**config.mk**
```make
export PLATFORM = sky130hd
export DESIGN_NAME = icd_divider
export DESIGN_NICKNAME = d
export VERILOG_FILES = /design/src/icd_pkg.sv /design/src/icd_divider.sv
export SDC_FILE = /design/constraint.sdc
export NUM_CORES = 1
export LEC_CHECK = 0
export ABC_AREA = 1
export BUFFER_PORTS_ARGS = -buffer_cell sky130_fd_sc_hd__buf_2
export CAP_MARGIN = 20
export CORE_UTILIZATION = 55
export DETAILED_ROUTE_END_ITERATION = 16
export MAX_ROUTING_LAYER = met4
export PLACE_DENSITY = 0.76
export SYNTH_ARGS = -nofsm -noshare
export SYNTH_HDL_FRONTEND = slang
export SYNTH_SLANG_ARGS = --single-unit
export TNS_END_PERCENT = 30
```
**constraint.sdc**
```tcl
create_clock -name ref_clk_in -period 7.3 [get_ports ref_clk_in]
set_input_delay 1.46 -clock ref_clk_in [delete_from_list [all_inputs] [get_ports ref_clk_in]]
set_output_delay 1.46 -clock ref_clk_in [all_outputs]
set_load 0.03 [all_outputs]
```
**src/icd_pkg.sv**
```systemverilog
package icd_pkg;

  // ----------------------------------------------------------------
  // Register map
  // ----------------------------------------------------------------
  localparam logic [8:0] icd_sync_ctrl_addr = 9'h100;
  localparam logic [8:0] icd_clock_ctrl_addr = 9'h101;
  localparam logic [8:0] icd_status_addr = 9'h102;
  localparam int icd_sync_en_bit = 1;
  localparam int icd_sync_once_bit = 2;
  localparam int icd_dcs_en_bit = 0;
  localparam int icd_ratio_lsb = 1;
  localparam logic [7:0] icd_sync_ctrl_reset = 8'h00;
  localparam logic [7:0] icd_clock_ctrl_reset = 8'h01;

  // ----------------------------------------------------------------
  // Timing
  // ----------------------------------------------------------------
  localparam int icd_clk_mhz = 100;
  localparam int icd_relock_ns = 5000;
  localparam int icd_relock_cycles = (icd_relock_ns * icd_clk_mhz) / 1000;
  localparam int icd_low_rate_mhz = 20;
  localparam int icd_rate_window = 256;
  localparam int icd_min_edges = (icd_low_rate_mhz * icd_rate_window) / icd_clk_mhz;

endpackage : icd_pkg

```
**src/icd_divider.sv**
```systemverilog
`timescale 1ns/1ps
module icd_divider
  import icd_pkg::*;
(
  input wire logic ref_clk_in,
  input wire logic reset_in,
  input wire logic sample_clk_in,
  input wire logic sync_in,
  input wire logic [8:0] addr_in,
  input wire logic [7:0] wdata_in,
  input wire logic write_in,
  input wire logic read_in,
  output logic [7:0] rdata_out,
  output logic conv_clk_out,
  output logic duty_cycle_stabiliser_out,
  output logic stab_locked_out,
  output logic sync_done_out
);

  // ----------------------------------------------------------------
  // Input synchronisers
  // ----------------------------------------------------------------
  logic [2:0] clk_sync;
  logic [2:0] sync_sync;
  logic clk_level;
  logic sync_level;
  logic [2:0] next_clk_sync;
  logic [2:0] next_sync_sync;
  logic next_clk_level;
  logic next_sync_level;

  // Shift both pins in; a level counts once stages two and three agree.
  always_comb
  begin
    next_clk_sync = {clk_sync[1:0], sample_clk_in};
    next_sync_sync = {sync_sync[1:0], sync_in};
    next_clk_level = (clk_sync[1] == clk_sync[2]) ? clk_sync[2] : clk_level;
    next_sync_level = (sync_sync[1] == sync_sync[2]) ? sync_sync[2] : sync_level;
  end

  always_ff @(posedge ref_clk_in)
  begin
    if (reset_in)
    begin
      clk_sync <= 3'h0;
      sync_sync <= 3'h0;
      clk_level <= 1'b0;
      sync_level <= 1'b0;
    end
    else
    begin
      clk_sync <= next_clk_sync;
      sync_sync <= next_sync_sync;
      clk_level <= next_clk_level;
      sync_level <= next_sync_level;
    end
  end

  wire logic clk_rise = next_clk_level & ~clk_level;
  wire logic sync_rise = next_sync_level & ~sync_level;

  // ----------------------------------------------------------------
  // Registers
  // ----------------------------------------------------------------
  logic [7:0] sync_ctrl;
  logic [7:0] clock_ctrl;
  logic armed;
  logic [7:0] next_sync_ctrl;
  logic [7:0] next_clock_ctrl;
  logic next_armed;
  logic [7:0] next_rdata;
  logic sync_accept;
  logic [7:0] status_word;

  // A sync is taken when enabled and, in once-only mode, while armed.
  always_comb
  begin
    sync_accept = sync_rise & sync_ctrl[icd_sync_en_bit] & (~sync_ctrl[icd_sync_once_bit] | armed);
    next_sync_ctrl = sync_ctrl;
    next_clock_ctrl = clock_ctrl;
    next_armed = armed;
    if (sync_accept)
    begin
      next_armed = 1'b0;
    end
    if (write_in && addr_in == icd_sync_ctrl_addr)
    begin
      next_sync_ctrl = wdata_in;
      next_armed = 1'b1;
    end
    if (write_in && addr_in == icd_clock_ctrl_addr)
    begin
      next_clock_ctrl = {4'h0, wdata_in[3:0]};
    end
    next_rdata = 8'h00;
    if (read_in)
    begin
      unique case (addr_in)
        icd_sync_ctrl_addr: next_rdata = sync_ctrl;
        icd_clock_ctrl_addr: next_rdata = clock_ctrl;
        icd_status_addr: next_rdata = status_word;
        default: next_rdata = 8'h00;
      endcase
    end
  end

  always_ff @(posedge ref_clk_in)
  begin
    if (reset_in)
    begin
      sync_ctrl <= icd_sync_ctrl_reset;
      clock_ctrl <= icd_clock_ctrl_reset;
      armed <= 1'b0;
      rdata_out <= 8'h00;
    end
    else
    begin
      sync_ctrl <= next_sync_ctrl;
      clock_ctrl <= next_clock_ctrl;
      armed <= next_armed;
      rdata_out <= next_rdata;
    end
  end

  // ----------------------------------------------------------------
  // Divider
  // ----------------------------------------------------------------
  logic [2:0] ratio_m1;
  logic [2:0] div_count;
  logic [2:0] next_div_count;
  logic div_tick;
  logic [3:0] ratio_count;

  // Ratio field holds the ratio minus one, giving one to eight.
  assign ratio_m1 = clock_ctrl[icd_ratio_lsb +: 3];

  // Widen before adding one so that a ratio of eight does not wrap to zero.
  assign ratio_count = {1'b0, ratio_m1} + 4'h1;

  // Count input rising edges; a valid sync restores the initial count.
  always_comb
  begin
    next_div_count = div_count;
    div_tick = 1'b0;
    if (sync_accept)
    begin
      next_div_count = 3'h0;
    end
    else if (clk_rise)
    begin
      div_tick = (div_count == 3'h0);
      next_div_count = (div_count >= ratio_m1) ? 3'h0 : div_count + 3'h1;
    end
  end

  always_ff @(posedge ref_clk_in)
  begin
    if (reset_in)
    begin
      div_count <= 3'h0;
    end
    else
    begin
      div_count <= next_div_count;
    end
  end

  // ----------------------------------------------------------------
  // Rate monitor and stabiliser
  // ----------------------------------------------------------------
  logic [15:0] period;
  logic [15:0] last_period;
  logic [15:0] hold_period;
  logic [15:0] high_count;
  logic [15:0] relock;
  logic [8:0] win_count;
  logic [8:0] edge_count;
  logic rate_ok;
  logic conv_level;
  logic stab_on;
  logic locked;
  logic [15:0] next_period;
  logic [15:0] next_last_period;
  logic [15:0] next_hold_period;
  logic [15:0] next_high_count;
  logic [15:0] next_relock;
  logic [8:0] next_win_count;
  logic [8:0] next_edge_count;
  logic next_rate_ok;
  logic next_conv_level;
  logic next_locked;
  logic rate_change;

  // Stabiliser is on when enabled or when the ratio is not one.
  assign stab_on = clock_ctrl[icd_dcs_en_bit] | (ratio_m1 != 3'h0);

  always_comb
  begin
    next_period = (period == 16'hffff) ? period : period + 16'h1;
    next_last_period = last_period;
    next_hold_period = hold_period;
    rate_change = 1'b0;
    if (clk_rise)
    begin
      next_period = 16'h1;
      next_last_period = period;
      rate_change = (period > last_period + 16'h2) || (period + 16'h2 < last_period);
      if (div_tick)
      begin
        next_hold_period = period * {12'h0, ratio_count};
      end
    end
    // Edge count over a fixed window tells whether the loop can run.
    next_win_count = win_count + 9'h1;
    next_edge_count = edge_count + {8'h0, clk_rise};
    next_rate_ok = rate_ok;
    if (win_count == 9'(icd_rate_window - 1))
    begin
      next_win_count = 9'h0;
      next_edge_count = 9'h0;
      next_rate_ok = (edge_count >= 9'(icd_min_edges));
    end
    // A rate change holds the loop out of lock for the relock time.
    next_relock = (relock != 16'h0) ? relock - 16'h1 : relock;
    if (rate_change)
    begin
      next_relock = 16'(icd_relock_cycles);
    end
    next_locked = stab_on & rate_ok & (relock == 16'h0);
    next_high_count = (high_count != 16'h0) ? high_count - 16'h1 : high_count;
    next_conv_level = conv_level;
    if (div_tick)
    begin
      next_conv_level = 1'b1;
      next_high_count = {1'b0, next_hold_period[15:1]};
    end
    else if (locked && high_count == 16'h1)
    begin
      next_conv_level = 1'b0;
    end
    // Follow the next synchronised level, as the rise does, so the raw duty is not stretched.
    else if (!locked && ratio_m1 == 3'h0 && !next_clk_level)
    begin
      next_conv_level = 1'b0;
    end
    else if (!locked && ratio_m1 != 3'h0 && clk_rise && div_count == 3'h1)
    begin
      next_conv_level = 1'b0;
    end
  end

  always_ff @(posedge ref_clk_in)
  begin
    if (reset_in)
    begin
      period <= 16'h0;
      last_period <= 16'h0;
      hold_period <= 16'h0;
      high_count <= 16'h0;
      relock <= 16'h0;
      win_count <= 9'h0;
      edge_count <= 9'h0;
      rate_ok <= 1'b0;
      conv_level <= 1'b0;
      locked <= 1'b0;
    end
    else
    begin
      period <= next_period;
      last_period <= next_last_period;
      hold_period <= next_hold_period;
      high_count <= next_high_count;
      relock <= next_relock;
      win_count <= next_win_count;
      edge_count <= next_edge_count;
      rate_ok <= next_rate_ok;
      conv_level <= next_conv_level;
      locked <= next_locked;
    end
  end

  assign status_word = {4'h0, armed, rate_ok, locked, stab_on};

  // ----------------------------------------------------------------
  // Output registers
  // ----------------------------------------------------------------
  always_ff @(posedge ref_clk_in)
  begin
    if (reset_in)
    begin
      conv_clk_out <= 1'b0;
      duty_cycle_stabiliser_out <= 1'b0;
      stab_locked_out <= 1'b0;
      sync_done_out <= 1'b0;
    end
    else
    begin
      conv_clk_out <= conv_level;
      duty_cycle_stabiliser_out <= stab_on;
      stab_locked_out <= locked;
      sync_done_out <= sync_accept;
    end
  end

endmodule : icd_divider

```
==> results.json, run 1 <==
{
  "clock_path_buffers": 2,
  "hold_slack_ns": 0.4182,
  "met1_length_um": 8972,
  "cp.required_ns": 7.60,
  "finalSetupViolations": 0,
  "synth_edf_count": 0,
  "worst_slack_ns": 3.311,
  "dr.pass1.iters": 5,
  "ioPinCount": 35,
  "post_cts_resized": 0,
  "p_leak_nw": 4.432,
  "die_area_mm2": 0.01600,
  "cts_num_sinks": 121,
  "numCtsBuffers": 17,
  "rsz0062_at_grt": "no",
  "p_total_mw": 2.221,
  "yosys_warnings": 0,
  "finalWirelength_um": 19160,
  "post_drt_wl_per_cell_um": 13.16,
  "ys_seq_elements": 121,
  "maxSlewHeadroom_pct": 50.85,
  "grt-ovfl-total": 0,
  "ys_types": 47,
  "area_growth_pct": 10.58,
  "worstPathArrival_ns": 4.29,
  "synth_top_area_share_pct": 28.41,
  "crit_path_start_kind": "flip-flop",
  "coreArea_mm2": 0.01515,
  "routed-wl-met2_um": 8771,
  "power.density_mw_per_mm2": 235.5,
  "finalNonFillerCells": 1456,
  "row_count": 45,
  "grt_pass1_vias": 7173,
  "grt_start_max_net_pins": 38,
  "place_congestion": 0.8761,
  "port-buffer-count": 34,
  "status": "finished clean",
  "final_cell_area_mm2": 0.009428,
  "postCtsSetupRepairBufs": 0,
  "synth_area_leader_cell": "dfxtp_1",
  "fin_crit_ns": 3.989,
  "post-place-ws_ns": 3.311,
  "synth_area_leaders": "dfxtp_1 28%, nand2_1 10%, ha_1 9.5%",
  "ant_nets": 0,
  "syn_nets": 1340,
  "path_max_fanout": 15,
  "diodes": 0,
  "skew_ns": 0.01287,
  "die_x_um": 126.5,
  "die_y_um": 126.5,
  "seq_area_mm2": 0.002422,
  "postSynthCellCount": 1227,
  "fin_crit_sh_pct": 54.64,
  "via_per_inst": 5.237,
  "ys_seq_area_share_pct": 28.41,
  "dp_hpwl_um": 14530,
  "wl_met3_um": 846,
  "clock_latency_ns": 0.42,
  "yosys-top-cells-count": "230 x nand2_1, 202 x inv_1, 161 x nor2_1",
  "synth_most_common_cell": "nand2_1",
  "fin_setup_tns_ns": 0,
  "grt_pass1_wl_um": 32800,
  "cts_tree": "yes",
  "fillers": 1353,
  "cts-htree-levels": 4,
  "dpl.cell_count": 1424,
  "start_util_pct": 56.29,
  "maxCapViolCount": 0,
  "ir_drop_mv": 0.1717,
  "antenna_found_initial": 0,
  "placed_area_mm2": 0.008807,
  "synth-async-reset-ratio_pct": 0,
  "drive_above_1_share_pct": 8.833,
  "fin_nets": 1368,
  "path_class": "flip-flop to flip-flop",
  "drtIter0Drc": 476,
  "maxSlewViolCount": 0,
  "hold_violations": 0,
  "routed.top_layer": "met4",
  "vias": 7625,
  "ctsHoldBuffers": 0,
  "clockRootBuffer": "clkbuf_16",
  "cts.clk_slew.worst_paths_ns": 0.06,
  "drc": 0,
  "synth_flop_cell": "dfxtp_1",
  "worst-slew-pin-transition_ns": 0.7346,
  "fin_util_pct": 62.25,
  "netlist_area_mm2": 0.008526,
  "multi_input_area_mm2": 0.005167,
  "fmax_mhz": 250.7,
  "syn_avg_cell_area_um2": 6.948,
  "grtUsageTotal_pct": 26.12,
  "crit_path_end_kind": "flip-flop",
  "hp-class": "flip-flop to flip-flop"
}
-- metal layers --
| metal | up-vias | track usage [%] |
|---|---|---|
| met3 | 46 | 4.555 |
| met1 | 3434 | 33.65 |
| met2 | 185 | 40.43 |
| met4 | 0 | 11.06 |
| li1 | 3960 | - |
| met5 | - | - |
-- flip-flops by register name, indices dropped and copies added (netlist names) --
name	cells
clock_ctrl	4
clk_level	1
high_count	16
div_count	3
edge_count	9
sync_done_out	1
sync_sync	3
clk_sync	3
period	16
rate_ok	1
last_period	16
conv_clk_out	1
stab_locked_out	1
sync_level	1
rdata_out	8
duty_cycle_stabiliser_out	1
conv_level	1
sync_ctrl	8
win_count	9
relock	16
armed	1
locked	1
-- cells in the final DEF (no fill, tap or decap), drive strengths merged, types with 7 or more instances in the layout --
cell    count
ha         65
xor2       42
nand3      65
fa         25
o21ai      66
nor2      171
nand4      17
o21bai      7
dfxtp     121
nand2     236
inv       214
clkbuf     19
xnor2       9
a21oi      91
nor4       10
nor3       31
buf        35
or2         7
-- area by class of cell --
cell class | instances | area share, %
Tap cell | 188 | 2.495
Multi-Input combinational cell | 866 | 54.81
Timing Repair Buffer | 35 | 1.885
Inverter | 214 | 8.534
Sequential cell | 121 | 25.69
Clock inverter | 13 | 1.778
Clock buffer | 19 | 4.804
-- cells by family (layout without fill, tap and decap cells) --
| logic type | Yosys count | in the layout | synth area share (%) |
|---|---|---|---|
| AO/OA/AOI/OAI | 182 | 182 | 11.45 |
| XOR/XNOR | 51 | 51 | 5.239 |
| adder cells (fa/ha/maj) | 90 | 90 | 15.41 |
| buffers and inverters | 240 | 281 | 10.98 |
| flip-flops | 121 | 121 | 28.41 |
| multiplexers | 1 | 1 | 0.1174 |
| AND/OR/NAND/NOR | 542 | 542 | 28.40 |
-- power breakdown --
part           leakage [nW]  internal [mW]  switching, mW  total [mW]
sequential            0.983          0.726         0.0620       0.788
clock                 0.288          0.556          0.315       0.872
combinational          3.16          0.215          0.346       0.561
total                  4.43           1.50          0.723        2.22
-- final timing paths --
path	from	end	slack (ns)	cells past startpoint
setup / recovery	clock_ctrl[1]	high_count[8]	3.31	15
hold / removal	conv_level	conv_clk_out	0.42	2
setup reg to reg	clock_ctrl[1]	high_count[8]	3.31	15
hold reg to reg	conv_level	conv_clk_out	0.42	2
-- worst max-delay path, cell delays in order, from the launching register on --
cell	delay, ns
dfxtp_1	0.47
inv_1	0.28
ha_1	0.55
nand2_1	0.14
inv_1	0.06
fa_1	0.48
inv_1	0.05
fa_1	0.52
inv_1	0.04
ha_1	0.36
nand2_1	0.10
o21bai_1	0.26
a21oi_1	0.13
or2_2	0.28
nand3_1	0.07
a21oi_1	0.07
(Power assumes the default switching activity.)
==> inputs of run 2 (changes only) <==
==> constraint.sdc (replaced) <==
create_clock -name ref_clk_in -period 3.8 [get_ports ref_clk_in]
set_input_delay 0.76 -clock ref_clk_in [delete_from_list [all_inputs] [get_ports ref_clk_in]]
set_output_delay 0.76 -clock ref_clk_in [all_outputs]
set_load 0.03 [all_outputs]
==> results.json, run 2 (synthesized netlist as in run 1, its figures left out) <==
{
  "fin_setup_tns_ns": 0,
  "start_util_pct": 56.29,
  "startpoint": "clock_ctrl[1]",
  "crit_chain": "ha_1 -> inv_1 -> nand2_1 -> nand2_2 -> nor2_1 -> fa_1 -> inv_1 -> fa_1 -> inv_1 -> ha_1 -> a21oi_1 -> nand3_1 -> or2_2 -> nand3_1 -> o21ai_1 -> nand3_1 -> inv_1",
  "drive_above_1_share_pct": 9.710,
  "antenna_found_initial": 0,
  "grt_pass1_wl_um": 33180,
  "diodes": 0,
  "port-buffer-count": 34,
  "finalWirelength_um": 19380,
  "maxCapViolCount": 0,
  "hold_start": "conv_level",
  "ant_nets": 0,
  "area_growth_pct": 11.43,
  "numCtsBuffers": 17,
  "ioPinCount": 35,
  "vias": 7698,
  "grt_pass1_vias": 7389,
  "skew_ns": 0.01695,
  "finalSetupViolations": 0,
  "final_cell_area_mm2": 0.009500,
  "clock_latency_ns": 0.43,
  "hold_violations": 0,
  "placed_area_mm2": 0.008875,
  "clockRootBuffer": "clkbuf_16",
  "die_area_mm2": 0.01600,
  "maxSlewViolCount": 0,
  "cts_num_sinks": 121,
  "crit_slowest_cell": "fa_1",
  "row_count": 45,
  "rsz0062_at_grt": "no",
  "dr.pass1.iters": 6,
  "coreArea_mm2": 0.01515,
  "post_drt_wl_per_cell_um": 13.23,
  "worst-slew-pin-transition_ns": 0.7692,
  "maxSlewHeadroom_pct": 48.66,
  "cts_tree": "yes",
  "worstPathArrival_ns": 3.88,
  "grtUsageTotal_pct": 26.34,
  "path_class": "flip-flop to flip-flop",
  "path_max_fanout": 12,
  "clock_path_buffers": 2,
  "fin_crit_sh_pct": 94.03,
  "drtIter0Drc": 382,
  "crit_path_start_kind": "flip-flop",
  "grt-ovfl-total": 0,
  "fin_crit_ns": 3.573,
  "cts.clk_slew.worst_paths_ns": 0.06,
  "cp_num_buf_inv": 4,
  "cpMostUsedCell": "inv_1",
  "power.density_mw_per_mm2": 448.9,
  "fin_nets": 1377,
  "die_y_um": 126.5,
  "grt_start_max_net_pins": 38,
  "via_per_inst": 5.255,
  "layout_common_cells": "229 x nand2_1, 202 x inv_1, 161 x nor2_1",
  "critPathTopFamily": "adder cells",
  "dp_hpwl_um": 14660,
  "place_congestion": 0.9010,
  "r2r_start": "clock_ctrl[1]",
  "die_x_um": 126.5,
  "cts-htree-levels": 4,
  "cp.required_ns": 4.11,
  "hp-class": "flip-flop to flip-flop",
  "ir_drop_mv": 0.3244,
  "status": "finished clean",
  "fmax_mhz": 279.9,
  "critPathMaxStageDelay_ns": 0.52,
  "drc": 0,
  "p_leak_nw": 4.489,
  "layout_commonest_cell": "nand2_1",
  "crit_path_end_kind": "flip-flop"
}
## run 2: cell count changes in the layout (fill, tap and decap cells not counted), sizes merged
cell / change
clkinv: +3
clkinvlp: -3
clkbuf: -2
inv: +2
buf: +9
## run 2: repair_timing
action / CTS / global route
endpoints found under the setup margin: 0 / 10
buffers inserted: 0 / 0
resized for setup: 0 / 5
hold buffers: 0 / 0
## run 2: cell type report
class                           instances  area (µm²)
Clock inverter                         15       191.4
Fill cell                            1340        5645
Tap cell                              188       235.2
Multi-Input combinational cell        866        5176
Inverter                              214       804.5
Clock buffer                           17       425.4
Sequential cell                       121        2422
Timing Repair Buffer                   44       245.2
## run 2: worst paths after layout
path,endpoint,slack (ns),depth (start not counted)
worst min register to register,conv_clk_out,0.43,2
worst max-delay path,high_count[6],0.23,17
worst min-delay path,conv_clk_out,0.43,2
worst max register to register,high_count[6],0.23,17
## run 2: worst reg2reg max path, delay by kind of cell, from the launching register on
kind,cells,cell delay [ns]
compound gates,2,0.33
fa+ha+maj,4,1.60
simple gates,7,0.97
flops,1,0.33
buf+inv,4,0.23
## run 2: power breakdown
group          switching [mW]  internal, mW
sequential              0.119          1.39
clock                   0.639          1.04
combinational           0.655         0.415
## run 2: metal layers
| layer | vias up | track usage (%) | wire (µm) |
|---|---|---|---|
| li1 | 3981 | - | - |
| met5 | - | - | 0 |
| met2 | 166 | 43.29 | 9246 |
| met1 | 3517 | 31.85 | 8924 |
| met4 | 0 | 9.780 | 348 |
| met3 | 34 | 5.441 | 855 |
## run 2: metrics by stage
| stage | total power [mW] | std cells | setup WS [ns] | util, % | hold slack [ns] |
|---|---|---|---|---|---|
| global placement | 2.565 | 1433 | 0.2025 | 58.60 | 0.4084 |
| finish | 4.265 | 1465 | 0.2269 | 62.73 | 0.4276 |
| floorplan | 2.381 | 1227 | 0.06382 | - | 0.3883 |
| detailed placement | 2.585 | 1433 | 0.1206 | 58.60 | 0.4089 |
| CTS | 4.290 | 1465 | 0.1123 | 62.67 | 0.4252 |
| global route | 4.521 | 1465 | 0.007204 | 62.73 | 0.4480 |
==> inputs of run 3 (changes only) <==
--- a/config.mk
+++ b/config.mk
@@ -9,9 +9,11 @@
 export BUFFER_PORTS_ARGS = -buffer_cell sky130_fd_sc_hd__buf_2
 export CAP_MARGIN = 20
 export CORE_UTILIZATION = 55
+export CTS_BUF_LIST = sky130_fd_sc_hd__clkbuf_8
 export DETAILED_ROUTE_END_ITERATION = 16
 export MAX_ROUTING_LAYER = met4
 export PLACE_DENSITY = 0.76
+export SKIP_LAST_GASP = 1
 export SYNTH_ARGS = -nofsm -noshare
 export SYNTH_HDL_FRONTEND = slang
 export SYNTH_SLANG_ARGS = --single-unit
==> constraint.sdc (replaced) <==
create_clock -name ref_clk_in -period 4.3 [get_ports ref_clk_in]
set_input_delay 0.86 -clock ref_clk_in [delete_from_list [all_inputs] [get_ports ref_clk_in]]
set_output_delay 0.86 -clock ref_clk_in [all_outputs]
set_load 0.03 [all_outputs]
==> results.json, run 3 (synthesized netlist as in run 1, its figures left out) <==
{
  "p_comb_share_pct": 28.0,
  "fin_crit_sh_pct": 87.32,
  "finalWirelength_um": 19080,
  "crit_chain": "inv_1 -> ha_1 -> nand2_1 -> inv_1 -> fa_1 -> inv_1 -> fa_1 -> inv_1 -> ha_1 -> a21oi_1 -> o21ai_0 -> nor2_1 -> or2_2 -> nand3_1 -> nand3_1 -> nor2_1",
  "cts-htree-levels": 4,
  "fin_nets": 1370,
  "layout_commonest_cell": "nand2_1",
  "place_congestion": 0.9358,
  "rsz0062_at_grt": "no",
  "reg2reg_slack_ns": 0.55,
  "r2r_start": "clock_ctrl[1]",
  "internal_power_mw": 2.235,
  "cpMostUsedCell": "inv_1",
  "grt_pass1_wl_um": 32090,
  "hold_depth": 2,
  "post_drt_wl_per_cell_um": 13.11,
  "diodes": 0,
  "p_leak_nw": 4.363,
  "hold_path_end": "clk_sync[1]",
  "maxSlewHeadroom_pct": 56.58,
  "area_growth_pct": 8.453,
  "crit_path_start_kind": "flip-flop",
  "layout_common_cells": "230 x nand2_1, 202 x inv_1, 161 x nor2_1",
  "dp_hpwl_um": 14610,
  "r2r_end": "high_count[7]",
  "die_area_mm2": 0.01600,
  "crit_slowest_cell": "fa_1",
  "status": "finished clean",
  "post-place-ws_ns": 0.5785,
  "power_frac_clock_pct": 32.5,
  "fin_util_pct": 61.05,
  "cp.required_ns": 4.67,
  "start_util_pct": 56.29,
  "critPathMaxStageDelay_ns": 0.53,
  "drive_above_1_share_pct": 8.833,
  "coreArea_mm2": 0.01515,
  "pwr-share-seq_pct": 39.5,
  "final_cell_area_mm2": 0.009246,
  "drtIter0Drc": 423,
  "swShare_pct": 34.01,
  "path_max_fanout": 15,
  "critPathTopFamily": "adder cells",
  "placed_area_mm2": 0.008822,
  "grtUsageTotal_pct": 25.50,
  "die_x_um": 126.5,
  "clock_path_buffers": 2,
  "ctsHoldBuffers": 0,
  "clockRootBuffer": "clkbuf_8",
  "maxCapViolCount": 0,
  "worstPathArrival_ns": 4.13,
  "via_per_inst": 5.266,
  "ioPinCount": 35,
  "ir_drop_mv": 0.2806,
  "die_y_um": 126.5,
  "p_total_mw": 3.386,
  "antenna_found_initial": 0,
  "hp-class": "flip-flop to flip-flop",
  "hold_violations": 0,
  "cts_num_sinks": 121,
  "drc": 0,
  "cts.clk_slew.worst_paths_ns": 0.07,
  "port-buffer-count": 34,
  "power.density_mw_per_mm2": 366.2,
  "path_class": "flip-flop to flip-flop",
  "p_sw_mw": 1.151,
  "r2r_cells": 16,
  "numCtsBuffers": 17,
  "grt-ovfl-total": 0,
  "grt_start_max_net_pins": 38,
  "vias": 7668,
  "skew_ns": 0.01001,
  "clock_latency_ns": 0.44,
  "finalSetupViolations": 0,
  "hold_start": "clk_sync[0]",
  "fin_setup_tns_ns": 0,
  "row_count": 45,
  "fmax_mhz": 266.3,
  "worst-slew-pin-transition_ns": 0.6489,
  "post_cts_resized": 0,
  "cts_tree": "yes",
  "crit_path_end_kind": "flip-flop",
  "dr.pass1.iters": 4,
  "postCtsSetupRepairBufs": 0,
  "maxSlewViolCount": 0,
  "worst_slack_ns": 0.5454,
  "cp_num_buf_inv": 4,
  "ant_nets": 0,
  "grt_pass1_vias": 7047,
  "fin_crit_ns": 3.755
}
-- run 3: cell count changes in the layout (fill, tap and decap cells not counted), sizes merged --
| cell | before | now |
|---|---|---|
| buf | 44 | 37 |
| bufinv | 3 | 4 |
| clkbuf | 17 | 18 |
| inv | 216 | 212 |
-- run 3: per-stage QoR --
| step | instances | hold WS (ns) |
|---|---|---|
| final | 1456 | 0.4148 |
| after global routing | 1456 | 0.4467 |
| after CTS | 1456 | 0.4132 |
| after detailed placement | 1426 | 0.3943 |
| after global placement | 1426 | 0.4105 |
| after floorplan | 1227 | 0.3883 |
-- run 3: area by class of cell --
cell class | count | area, µm²
inverters | 214 | 804.5
multi-input cells | 866 | 5167
fillers | 1399 | 5899
repair buffers | 37 | 192.7
flip-flops and latches | 121 | 2422
clock buffers | 18 | 247.7
well taps | 188 | 235.2
clock inverters | 12 | 176.4
-- run 3: worst max path at each step --
| stage | from | end | depth (start not counted) |
|---|---|---|---|
| after detailed placement | clock_ctrl[1] | high_count[6] | 16 |
| after global routing | clock_ctrl[1] | high_count[5] | 15 |
| after floorplan | clock_ctrl[1] | high_count[7] | 14 |
| final | clock_ctrl[1] | high_count[7] | 16 |
| after global placement | clock_ctrl[1] | high_count[5] | 15 |
| after CTS | clock_ctrl[1] | high_count[7] | 16 |
-- run 3: metal layers --
layer  vias to the layer above  wire length (µm)  track usage [%]
li1                       3962                 -                -
met1                      3537              8928            31.99
met2                       136              9033            41.53
met3                        33               765            4.850
met4                         0               352            7.938
met5                         -                 0                -
-- run 3: worst register-to-register path, delay by kind of cell (launching register included) --
kind,cells,cell delay (ns)
and+or+nand+nor,6,0.77
buffers and inverters,4,0.25
AOI/OAI and AO/OA,2,0.34
adders and majority gates,4,1.88
DFF,1,0.46
-- run 3: power by group through the flow --
stage               Combinational, mW  Clock, mW  Sequential, mW
floorplan                       0.772          0            1.33
global placement                0.916          0            1.36
detailed placement              0.932          0            1.36
CTS                             0.944       1.11            1.33
global route                     1.08       1.17            1.35
finish                          0.948       1.10            1.34
